--- src/design/sbpa_pkg.sv ---
/*
 * Shared constants of the system bus priority arbiter: master indices,
 * requester groups, control register layout, offset and reset value.
 * Assumes nothing of its surroundings.
 */
package sbpa_pkg;

	// Bus masters, one request line each
	localparam int NUM_M    = 9;
	localparam int M_W      = 4;
	localparam int M_REFRESH = 0;
	localparam int M_DISP   = 1;
	localparam int M_GDMA0  = 2;
	localparam int M_GDMA1  = 3;
	localparam int M_BDMA0  = 4;
	localparam int M_BDMA1  = 5;
	localparam int M_EXT    = 6;
	localparam int M_WBUF   = 7;
	localparam int M_CPU    = 8;

	// Programmable requester groups
	localparam int NUM_GRP  = 4;
	localparam int GRP_W    = 2;
	localparam int RANK_W   = 2;
	localparam int RANKS_W  = NUM_GRP * RANK_W;
	localparam logic [GRP_W-1:0] GRP_DISP = 2'h0;
	localparam logic [GRP_W-1:0] GRP_GDMA = 2'h1;
	localparam logic [GRP_W-1:0] GRP_BRIDGE_DMA_RANK = 2'h2;
	localparam logic [GRP_W-1:0] GRP_EXT  = 2'h3;
	localparam logic [RANK_W-1:0] RANK_LAST = 2'h3;

	// Control register
	localparam logic [31:0] CTRL_OFFSET = 32'h01C40000;
	localparam logic [31:0] CTRL_RESET  = 32'h80001B1B;
	localparam int FIX_BIT     = 31;
	localparam int STATUS_LSB  = 8;
	localparam int RANK_LSB    = 0;
	localparam logic [RANKS_W-1:0] RANKS_RESET = CTRL_RESET[RANK_LSB +: RANKS_W];
	localparam logic FIX_RESET = CTRL_RESET[FIX_BIT];

	// Arbiter state
	typedef enum logic {
		SBPA_IDLE,
		SBPA_OWNED
	} sbpa_state_type;

endpackage

--- src/design/sbpa_arbiter.sv ---
/*
 * System bus priority arbiter with its APB control register.
 * Assumes requests, locks and APB signals come from logic on pclk; a master
 * holds its request for as long as it wants the bus.
 */
// The APB interface to the registers was left to the implementer.
`timescale 1ns/1ps

// Behaviour
// - Control bit 31: 0 round-robin, 1 fixed
// - Writable 2-bit group ranks in bits 7:0
// - Read-only ranks in effect in bits 15:8
// - Programmed ranks used only in fixed mode
// - Register resets to 0x80001B1B
// - Bridge DMA channels request the bus too
// - Round-robin: served group drops to last rank
// - CPU wrapper always lowest priority
// - Refresh first; write buffer below groups
// - Locked DMA operation keeps the bus
module sbpa_arbiter (
	input  wire logic                        pclk,
	input  wire logic                        presetn,
	input  wire logic                        psel,
	input  wire logic                        penable,
	input  wire logic                        pwrite,
	input  wire logic [31:0]                 paddr,
	input  wire logic [31:0]                 pwdata,
	output logic      [31:0]                 prdata,
	output logic                             pready,
	output logic                             pslverr,
	input  wire logic [sbpa_pkg::NUM_M-1:0]  bus_req,
	input  wire logic [sbpa_pkg::NUM_M-1:0]  bus_lock,
	output logic      [sbpa_pkg::NUM_M-1:0]  bus_grant
);

	typedef struct packed {
		sbpa_pkg::sbpa_state_type           st;
		logic [sbpa_pkg::M_W-1:0]           owner;
		logic                               fix;
		logic [sbpa_pkg::RANKS_W-1:0]       rank;
		logic [sbpa_pkg::RANKS_W-1:0]       rr_rank;
		logic [31:0]                        rdata;
	} sbpa_regs_type;

	localparam sbpa_regs_type REGS_RESET = '{
		st:      sbpa_pkg::SBPA_IDLE,
		owner:   '0,
		fix:     sbpa_pkg::FIX_RESET,
		rank:    sbpa_pkg::RANKS_RESET,
		rr_rank: sbpa_pkg::RANKS_RESET,
		rdata:   '0
	};

	sbpa_regs_type                   r_ff;
	sbpa_regs_type                   nxt_r;
	logic [sbpa_pkg::RANKS_W-1:0]    eff_rank;
	logic [sbpa_pkg::NUM_GRP-1:0]    grp_req;
	logic [sbpa_pkg::GRP_W-1:0]      pick_sel;
	logic                            pick_valid;
	logic                            hit;
	logic                            wr_acc;
	logic                            rd_setup;

	// Ranks in force: programmed in fixed mode, rotating otherwise
	assign eff_rank = r_ff.fix ? r_ff.rank : r_ff.rr_rank;

	// Group requests; both bridge channels compete as the bridge group
	assign grp_req[sbpa_pkg::GRP_DISP] = bus_req[sbpa_pkg::M_DISP];
	assign grp_req[sbpa_pkg::GRP_GDMA] = bus_req[sbpa_pkg::M_GDMA0] | bus_req[sbpa_pkg::M_GDMA1];
	assign grp_req[sbpa_pkg::GRP_BRIDGE_DMA_RANK] = bus_req[sbpa_pkg::M_BDMA0] | bus_req[sbpa_pkg::M_BDMA1];
	assign grp_req[sbpa_pkg::GRP_EXT]  = bus_req[sbpa_pkg::M_EXT];

	sbpa_pick u_pick (
		.grp_req (grp_req),
		.ranks   (eff_rank),
		.sel     (pick_sel),
		.valid   (pick_valid)
	);

	// Zero wait-state slave; unmapped addresses answer with an error
	assign hit      = (paddr == sbpa_pkg::CTRL_OFFSET);
	assign wr_acc   = psel & penable & pwrite & hit;
	assign rd_setup = psel & ~penable & ~pwrite;
	assign pready   = psel & penable;
	assign pslverr  = psel & penable & ~hit;
	assign prdata   = r_ff.rdata;

	// One grant line per master, decoded from the registered owner
	genvar gi;
	generate
		for (gi = 0; gi < sbpa_pkg::NUM_M; gi++) begin : g_grant
			assign bus_grant[gi] = (r_ff.st == sbpa_pkg::SBPA_OWNED) &&
				(r_ff.owner == sbpa_pkg::M_W'(gi));
		end
	endgenerate

	// Next-state logic: arbitration, rotation and register access
	always_comb begin
		logic [sbpa_pkg::RANK_W-1:0] old_rank;
		logic [sbpa_pkg::RANK_W-1:0] cur;
		nxt_r    = r_ff;
		old_rank = '0;
		cur      = '0;
		unique case (r_ff.st)
			sbpa_pkg::SBPA_IDLE: begin
				// Fixed order outside the groups: refresh, groups, buffer, CPU
				if (bus_req[sbpa_pkg::M_REFRESH]) begin
					nxt_r.st    = sbpa_pkg::SBPA_OWNED;
					nxt_r.owner = sbpa_pkg::M_W'(sbpa_pkg::M_REFRESH);
				end else if (pick_valid) begin
					nxt_r.st = sbpa_pkg::SBPA_OWNED;
					unique case (pick_sel)
						sbpa_pkg::GRP_DISP: nxt_r.owner = sbpa_pkg::M_W'(sbpa_pkg::M_DISP);
						sbpa_pkg::GRP_GDMA: nxt_r.owner = bus_req[sbpa_pkg::M_GDMA0] ?
							sbpa_pkg::M_W'(sbpa_pkg::M_GDMA0) : sbpa_pkg::M_W'(sbpa_pkg::M_GDMA1);
						sbpa_pkg::GRP_BRIDGE_DMA_RANK: nxt_r.owner = bus_req[sbpa_pkg::M_BDMA0] ?
							sbpa_pkg::M_W'(sbpa_pkg::M_BDMA0) : sbpa_pkg::M_W'(sbpa_pkg::M_BDMA1);
						sbpa_pkg::GRP_EXT:  nxt_r.owner = sbpa_pkg::M_W'(sbpa_pkg::M_EXT);
					endcase
					// Served group goes last, the ones behind it move up
					if (!r_ff.fix) begin
						old_rank = r_ff.rr_rank[sbpa_pkg::RANK_W*(sbpa_pkg::NUM_GRP-1-pick_sel)
							+: sbpa_pkg::RANK_W];
						for (int g = 0; g < sbpa_pkg::NUM_GRP; g++) begin
							cur = r_ff.rr_rank[sbpa_pkg::RANK_W*(sbpa_pkg::NUM_GRP-1-g)
								+: sbpa_pkg::RANK_W];
							if (sbpa_pkg::GRP_W'(g) == pick_sel)
								cur = sbpa_pkg::RANK_LAST;
							else if (cur > old_rank)
								cur = cur - 2'h1;
							nxt_r.rr_rank[sbpa_pkg::RANK_W*(sbpa_pkg::NUM_GRP-1-g)
								+: sbpa_pkg::RANK_W] = cur;
						end
					end
				end else if (bus_req[sbpa_pkg::M_WBUF]) begin
					nxt_r.st    = sbpa_pkg::SBPA_OWNED;
					nxt_r.owner = sbpa_pkg::M_W'(sbpa_pkg::M_WBUF);
				end else if (bus_req[sbpa_pkg::M_CPU]) begin
					nxt_r.st    = sbpa_pkg::SBPA_OWNED;
					nxt_r.owner = sbpa_pkg::M_W'(sbpa_pkg::M_CPU);
				end
			end
			sbpa_pkg::SBPA_OWNED: begin
				// Release needs request and lock both gone; one idle cycle
				// between owners keeps grants from ever overlapping
				if (!bus_req[r_ff.owner] && !bus_lock[r_ff.owner])
					nxt_r.st = sbpa_pkg::SBPA_IDLE;
			end
		endcase
		// Read data captured in the setup phase, shown in the access phase
		if (rd_setup) begin
			nxt_r.rdata = '0;
			if (hit) begin
				nxt_r.rdata[sbpa_pkg::FIX_BIT] = r_ff.fix;
				nxt_r.rdata[sbpa_pkg::STATUS_LSB +: sbpa_pkg::RANKS_W] = eff_rank;
				nxt_r.rdata[sbpa_pkg::RANK_LSB +: sbpa_pkg::RANKS_W]   = r_ff.rank;
			end
		end
		// A write leaves the rotating ranks alone; entering round-robin starts from the new ranks
		if (wr_acc) begin
			nxt_r.fix  = pwdata[sbpa_pkg::FIX_BIT];
			nxt_r.rank = pwdata[sbpa_pkg::RANK_LSB +: sbpa_pkg::RANKS_W];
			if (r_ff.fix && !pwdata[sbpa_pkg::FIX_BIT])
				nxt_r.rr_rank = pwdata[sbpa_pkg::RANK_LSB +: sbpa_pkg::RANKS_W];
		end
	end

	// State register
	always_ff @(posedge pclk or negedge presetn) begin
		if (!presetn)
			r_ff <= REGS_RESET;
		else
			r_ff <= nxt_r;
	end

	// Checks
	AST_ONE_GRANT: assert property (@(posedge pclk) disable iff (!presetn)
		$onehot0(bus_grant)) else $error("more than one grant");

	AST_REFRESH_FIRST: assert property (@(posedge pclk) disable iff (!presetn)
		(r_ff.st == sbpa_pkg::SBPA_IDLE && bus_req[sbpa_pkg::M_REFRESH])
		|=> bus_grant[sbpa_pkg::M_REFRESH]) else $error("refresh not granted first");

	AST_CPU_LAST: assert property (@(posedge pclk) disable iff (!presetn)
		(r_ff.st == sbpa_pkg::SBPA_IDLE && bus_req[sbpa_pkg::M_CPU] &&
		 (bus_req[sbpa_pkg::M_CPU-1:0] != '0)) |=> !bus_grant[sbpa_pkg::M_CPU])
		else $error("cpu granted over another master");

	AST_LOCK_HOLD: assert property (@(posedge pclk) disable iff (!presetn)
		(r_ff.st == sbpa_pkg::SBPA_OWNED && bus_lock[r_ff.owner])
		|=> $stable(bus_grant) && (bus_grant != '0)) else $error("locked owner lost bus");

	AST_BRIDGE_SERVED: assert property (@(posedge pclk) disable iff (!presetn)
		(r_ff.st == sbpa_pkg::SBPA_IDLE && bus_req == (1 << sbpa_pkg::M_BDMA1))
		|=> bus_grant[sbpa_pkg::M_BDMA1]) else $error("bridge channel not granted");

	// Only the external group asks, so its field sits in the low bits and must end last;
	// a write in the same cycle leaves rotation alone, yet it is left out too
	AST_RR_ROTATE: assert property (@(posedge pclk) disable iff (!presetn)
		(r_ff.st == sbpa_pkg::SBPA_IDLE && !r_ff.fix && !wr_acc &&
		 !bus_req[sbpa_pkg::M_REFRESH] && grp_req[sbpa_pkg::GRP_EXT] && grp_req == 4'h8)
		|=> r_ff.rr_rank[sbpa_pkg::RANK_W-1:0] == sbpa_pkg::RANK_LAST)
		else $error("served group not moved last");

	AST_FIX_STATIC: assert property (@(posedge pclk) disable iff (!presetn)
		(r_ff.fix && !wr_acc) |=> $stable(r_ff.rank) && (eff_rank == r_ff.rank))
		else $error("fixed ranks changed without write");

	// Write data is gone after the access cycle, so it is looked at one cycle back
	AST_RANK_WRITE: assert property (@(posedge pclk) disable iff (!presetn)
		wr_acc |=> r_ff.rank == $past(pwdata[sbpa_pkg::RANK_LSB +: sbpa_pkg::RANKS_W]) &&
		r_ff.fix == $past(pwdata[sbpa_pkg::FIX_BIT]))
		else $error("rank write not stored");

	AST_STATUS_READ: assert property (@(posedge pclk) disable iff (!presetn)
		(rd_setup && hit) |=> prdata[sbpa_pkg::STATUS_LSB +: sbpa_pkg::RANKS_W] == $past(eff_rank) &&
		prdata[30:16] == '0)
		else $error("status fields wrong");

	AST_MODE_PICK: assert property (@(posedge pclk) disable iff (!presetn)
		(r_ff.st == sbpa_pkg::SBPA_IDLE && r_ff.fix && r_ff.rank == sbpa_pkg::RANKS_RESET &&
		 bus_req[sbpa_pkg::M_DISP] && !bus_req[sbpa_pkg::M_REFRESH])
		|=> bus_grant[sbpa_pkg::M_DISP]) else $error("fixed order not kept");

endmodule

--- src/design/sbpa_pick.sv ---
/*
 * Rank picker: returns the requesting group with the best rank.
 * Assumes ranks packed with group 0 in the top field; equal ranks are
 * broken in favour of the lower group index.
 */
`timescale 1ns/1ps

module sbpa_pick (
	input  wire logic [sbpa_pkg::NUM_GRP-1:0] grp_req,
	input  wire logic [sbpa_pkg::RANKS_W-1:0] ranks,
	output logic      [sbpa_pkg::GRP_W-1:0]   sel,
	output logic                              valid
);

	// Scan worst level first so the best level and lowest group win last
	always_comb begin
		valid = 1'b0;
		sel   = '0;
		for (int lvl = sbpa_pkg::NUM_GRP - 1; lvl >= 0; lvl--) begin
			for (int g = sbpa_pkg::NUM_GRP - 1; g >= 0; g--) begin
				if (grp_req[g] && ranks[sbpa_pkg::RANK_W*(sbpa_pkg::NUM_GRP-1-g) +:
						sbpa_pkg::RANK_W] == sbpa_pkg::RANK_W'(lvl)) begin
					valid = 1'b1;
					sel   = sbpa_pkg::GRP_W'(g);
				end
			end
		end
	end

endmodule

--- config.mk ---
export PLATFORM = sky130hd
export DESIGN_NAME = sbpa_arbiter
export DESIGN_NICKNAME = d
export VERILOG_FILES = /design/src/design/sbpa_pkg.sv /design/src/design/sbpa_arbiter.sv /design/src/design/sbpa_pick.sv
export SDC_FILE = /design/constraint.sdc
export NUM_CORES = 1
export LEC_CHECK = 0
export BUFFER_PORTS_ARGS = -buffer_cell sky130_fd_sc_hd__buf_2
export CORE_MARGIN = 2
export CORE_UTILIZATION = 52
export DETAILED_ROUTE_END_ITERATION = 6
export GPL_ROUTABILITY_DRIVEN = 0
export MAX_ROUTING_LAYER = met4
export PLACE_DENSITY = 0.87
export SKIP_LAST_GASP = 1
export SYNTH_ARGS = -nofsm -noshare
export SYNTH_HDL_FRONTEND = slang
export SYNTH_HIERARCHICAL = 1
export SYNTH_SLANG_ARGS = --single-unit
--- constraint.sdc ---
create_clock -name pclk -period 12.4 [get_ports pclk]
set_input_delay 0.62 -clock pclk [delete_from_list [all_inputs] [get_ports pclk]]
set_output_delay 0.62 -clock pclk [all_outputs]
set_load 0.02 [all_outputs]
==> metrics.txt <==
outcome=finished clean; RSZ-0062 raised after global routing=no; maximum VDD drop=80.1 uV; CP Max Fanout=9; Nets=512; Setup crit start=r_ff[36]; register area=987 um2; Longest Clk Path Bufs=2; Max Cap Viol=0; #FFs+latches synth=39; Final Critical Period=4.90 ns; sequential share of power=26.4%; end-of-flow core utilization=61.8%; Fillers=457; clock-pin slew on the worst setup and hold paths=0.08 ns; synthesized area=2940 um2; grt total ovfl=0; startpoint class of the critical path=flop; r2r startpoint=r_ff[36]; Total Routing Usage GR=24.0%; area added between synthesis and finish=15.0%; HPWL after DPL=5.24 mm; Setup Viol. Count Final=0; clock root buffer=clkbuf_8; Max Freq=204 MHz; via count=2747; Post CTS Setup Buffer Count=0; area of the multi-input gates=1660 um2; Avg Inst Size Synth=8.43 um2; Post-route DRC=0; Clock Latency Late Sink=0.31 ns; post-synth top area share=25.5%; CTS tree=done; post-synthesis sequential area ratio=33.5%; die span in x=79.2 um; share of layout cells above drive strength 1=33.5%; R2R depth=14; IO Pins=130; final WL=7.00 mm; Hold Buf Count CTS=0; Synth area leader=dfrtp_1; n_diodes=0; Req. time, crit path=12.60 ns; drt wl/cell=14.3 um; Yosys warnings=6; Slew Limit Fails=0; Worst Setup Path Type=reg -> reg; endpoint class of the critical path=flop; Worst Tran Pin Value=1.09 ns; Detailed Route Iter0 Violations=256; largest net degree at the start of global routing=40; Final Cycle Share=39.5%; post-cts resize count=0; Post-synth EDFFs=0; die footprint=6280 um2; Clock Sinks=39; Primary FF master, synth=dfrtp_1; Synth Instances=349; Pwr per Cell Area=200 nW/um2; most area-consuming cells after synthesis=dfrtp_1 26%, buf_4 8.4%, dfstp_2 8.0%; Slew HR=26.6%; initial antenna violation count=0; clock share of power=19.0%; Final Hold Fails=0; P_int=389 uW; Via density=5.61; Initial Utilization=53.8%; LEAKAGE=0.00159 uW; total CTS buffers=5; Critical Path AT=5.09 ns; setup slack, reg-to-reg=7.50 ns; Total Neg Setup Slack=0 ns; drt pass-1 iters=5; combinational power share=54.6%; library cells used by synthesis=55; type of the worst min-delay path=in -> async; # rows=27; global-route wire length before repair=11.7 mm; antenna viol nets, final=0; reg2reg end=r_ff[38]; H-tree depth=2; FFs w/ async S/R, synth=100%; Switch Pwr=288 uW; Switching Share=42.5%; clock skew=0.00848 ns; Core Area=5470 um2; vias in the first global route=2590; port bufs=91; Chip Height=79.2 um
-- metrics by stage --
stage               cells  hold WS, ns  setup slack (ns)  area [um2]  power [uW]
CTS                   490        0.451              7.63        3380         672
finish                490        0.425              7.50        3380         677
floorplan             363        0.324              8.38        3000         462
global placement      482        0.456              7.82        3250         516
detailed placement    482        0.466              7.68        3250         541
global route          490        0.489              7.26        3380         730
-- flip-flops by register name (all words and copies together), names as in the netlist --
name	count
prdata	17
r_ff	22
-- layout by cell type (no fill, tap or decap), types with 3 or more instances in the layout --
cell,Yosys,layout
ha_1,8,8
nand3_1,9,9
nor2_1,20,20
nor2b_1,5,5
clkbuf_8,0,5
nand3b_1,3,3
nand2b_1,9,9
buf_2,1,91
inv_1,11,11
o21ai_0,31,31
nand2_1,59,59
dfstp_2,9,9
mux2i_1,5,5
or2_2,3,3
dfrtp_1,30,30
conb_1,1,15
a21oi_1,9,9
o22ai_1,5,5
nor3_1,12,12
a22o_1,3,3
o211ai_1,3,3
nor4_1,8,8
mux2_2,18,18
-- cell type report --
| cell class | count | area share (%) |
|---|---|---|
| Multi-Input combinational cell | 267 | 49.1 |
| Sequential cell | 39 | 29.2 |
| Timing Repair Buffer | 93 | 13.9 |
| Tap cell | 72 | 2.66 |
| Clock buffer | 6 | 2.14 |
| Clock inverter | 2 | 1.78 |
| Inverter | 11 | 1.22 |
-- worst max path at each step --
stage               cells after the start  endpoint  slack (ns)
floorplan                              16  r_ff[38]        8.38
global placement                       14  r_ff[37]        7.82
detailed placement                     14  r_ff[37]        7.68
CTS                                    14  r_ff[38]        7.63
global route                           14  r_ff[37]        7.26
finish                                 14  r_ff[38]        7.50
-- cell usage after synthesis (all sizes together), types with 10 or more instances --
library cell	instances
mux2	20
buf	35
clkbuf	11
nand3	10
dfrtp	30
o21ai	32
nand2	59
nor2	21
nor3	13
inv	11
-- critical path, stage by stage, from the launching register on --
cell and delay, ns:
dfstp_2 0.57, inv_1 0.09, o21ai_0 0.85, nand3_2 0.20, o22ai_1 0.21, a221oi_1 0.13, o22ai_1 0.69, mux4_2 0.58
inv_1 0.18, ha_1 0.28, nor2b_1 0.14, o21ai_0 0.23, mux2i_1 0.26, a21oi_1 0.10, mux2_2 0.26
-- routing by layer --
layer  up-vias  global-route usage, %  wire [um]
met3        12                   4.66        493
li1       1326                      -          -
met5         -                      -          0
met2       126                   39.7       3410
met4         0                   7.07        105
met1      1283                   30.0       2990
-- power groups by stage --
stage / sequential, uW / combinational (uW) / clock (uW)
after CTS: 177 / 366 / 129
after global routing: 182 / 414 / 135
after floorplan: 164 / 298 / 0
final: 179 / 370 / 129
after global placement: 178 / 338 / 0
after detailed placement: 179 / 362 / 0
-- cells by family (layout without fill, tap and decap cells) --
| group | count (synthesis) | in the layout | share of synthesized area [%] |
|---|---|---|---|
| AO/OA/AOI/OAI | 66 | 66 | 13.7 |
| XOR/XNOR | 1 | 1 | 0.298 |
| adder cells (fa/ha/maj) | 8 | 8 | 3.40 |
| buffers and inverters | 57 | 112 | 11.8 |
| flip-flops | 39 | 39 | 33.5 |
| multiplexers | 27 | 27 | 10.9 |
| other | 1 | 15 | 0.127 |
| AND/OR/NAND/NOR | 150 | 150 | 26.3 |
No activity file was read; power rests on OpenSTA's default activity.
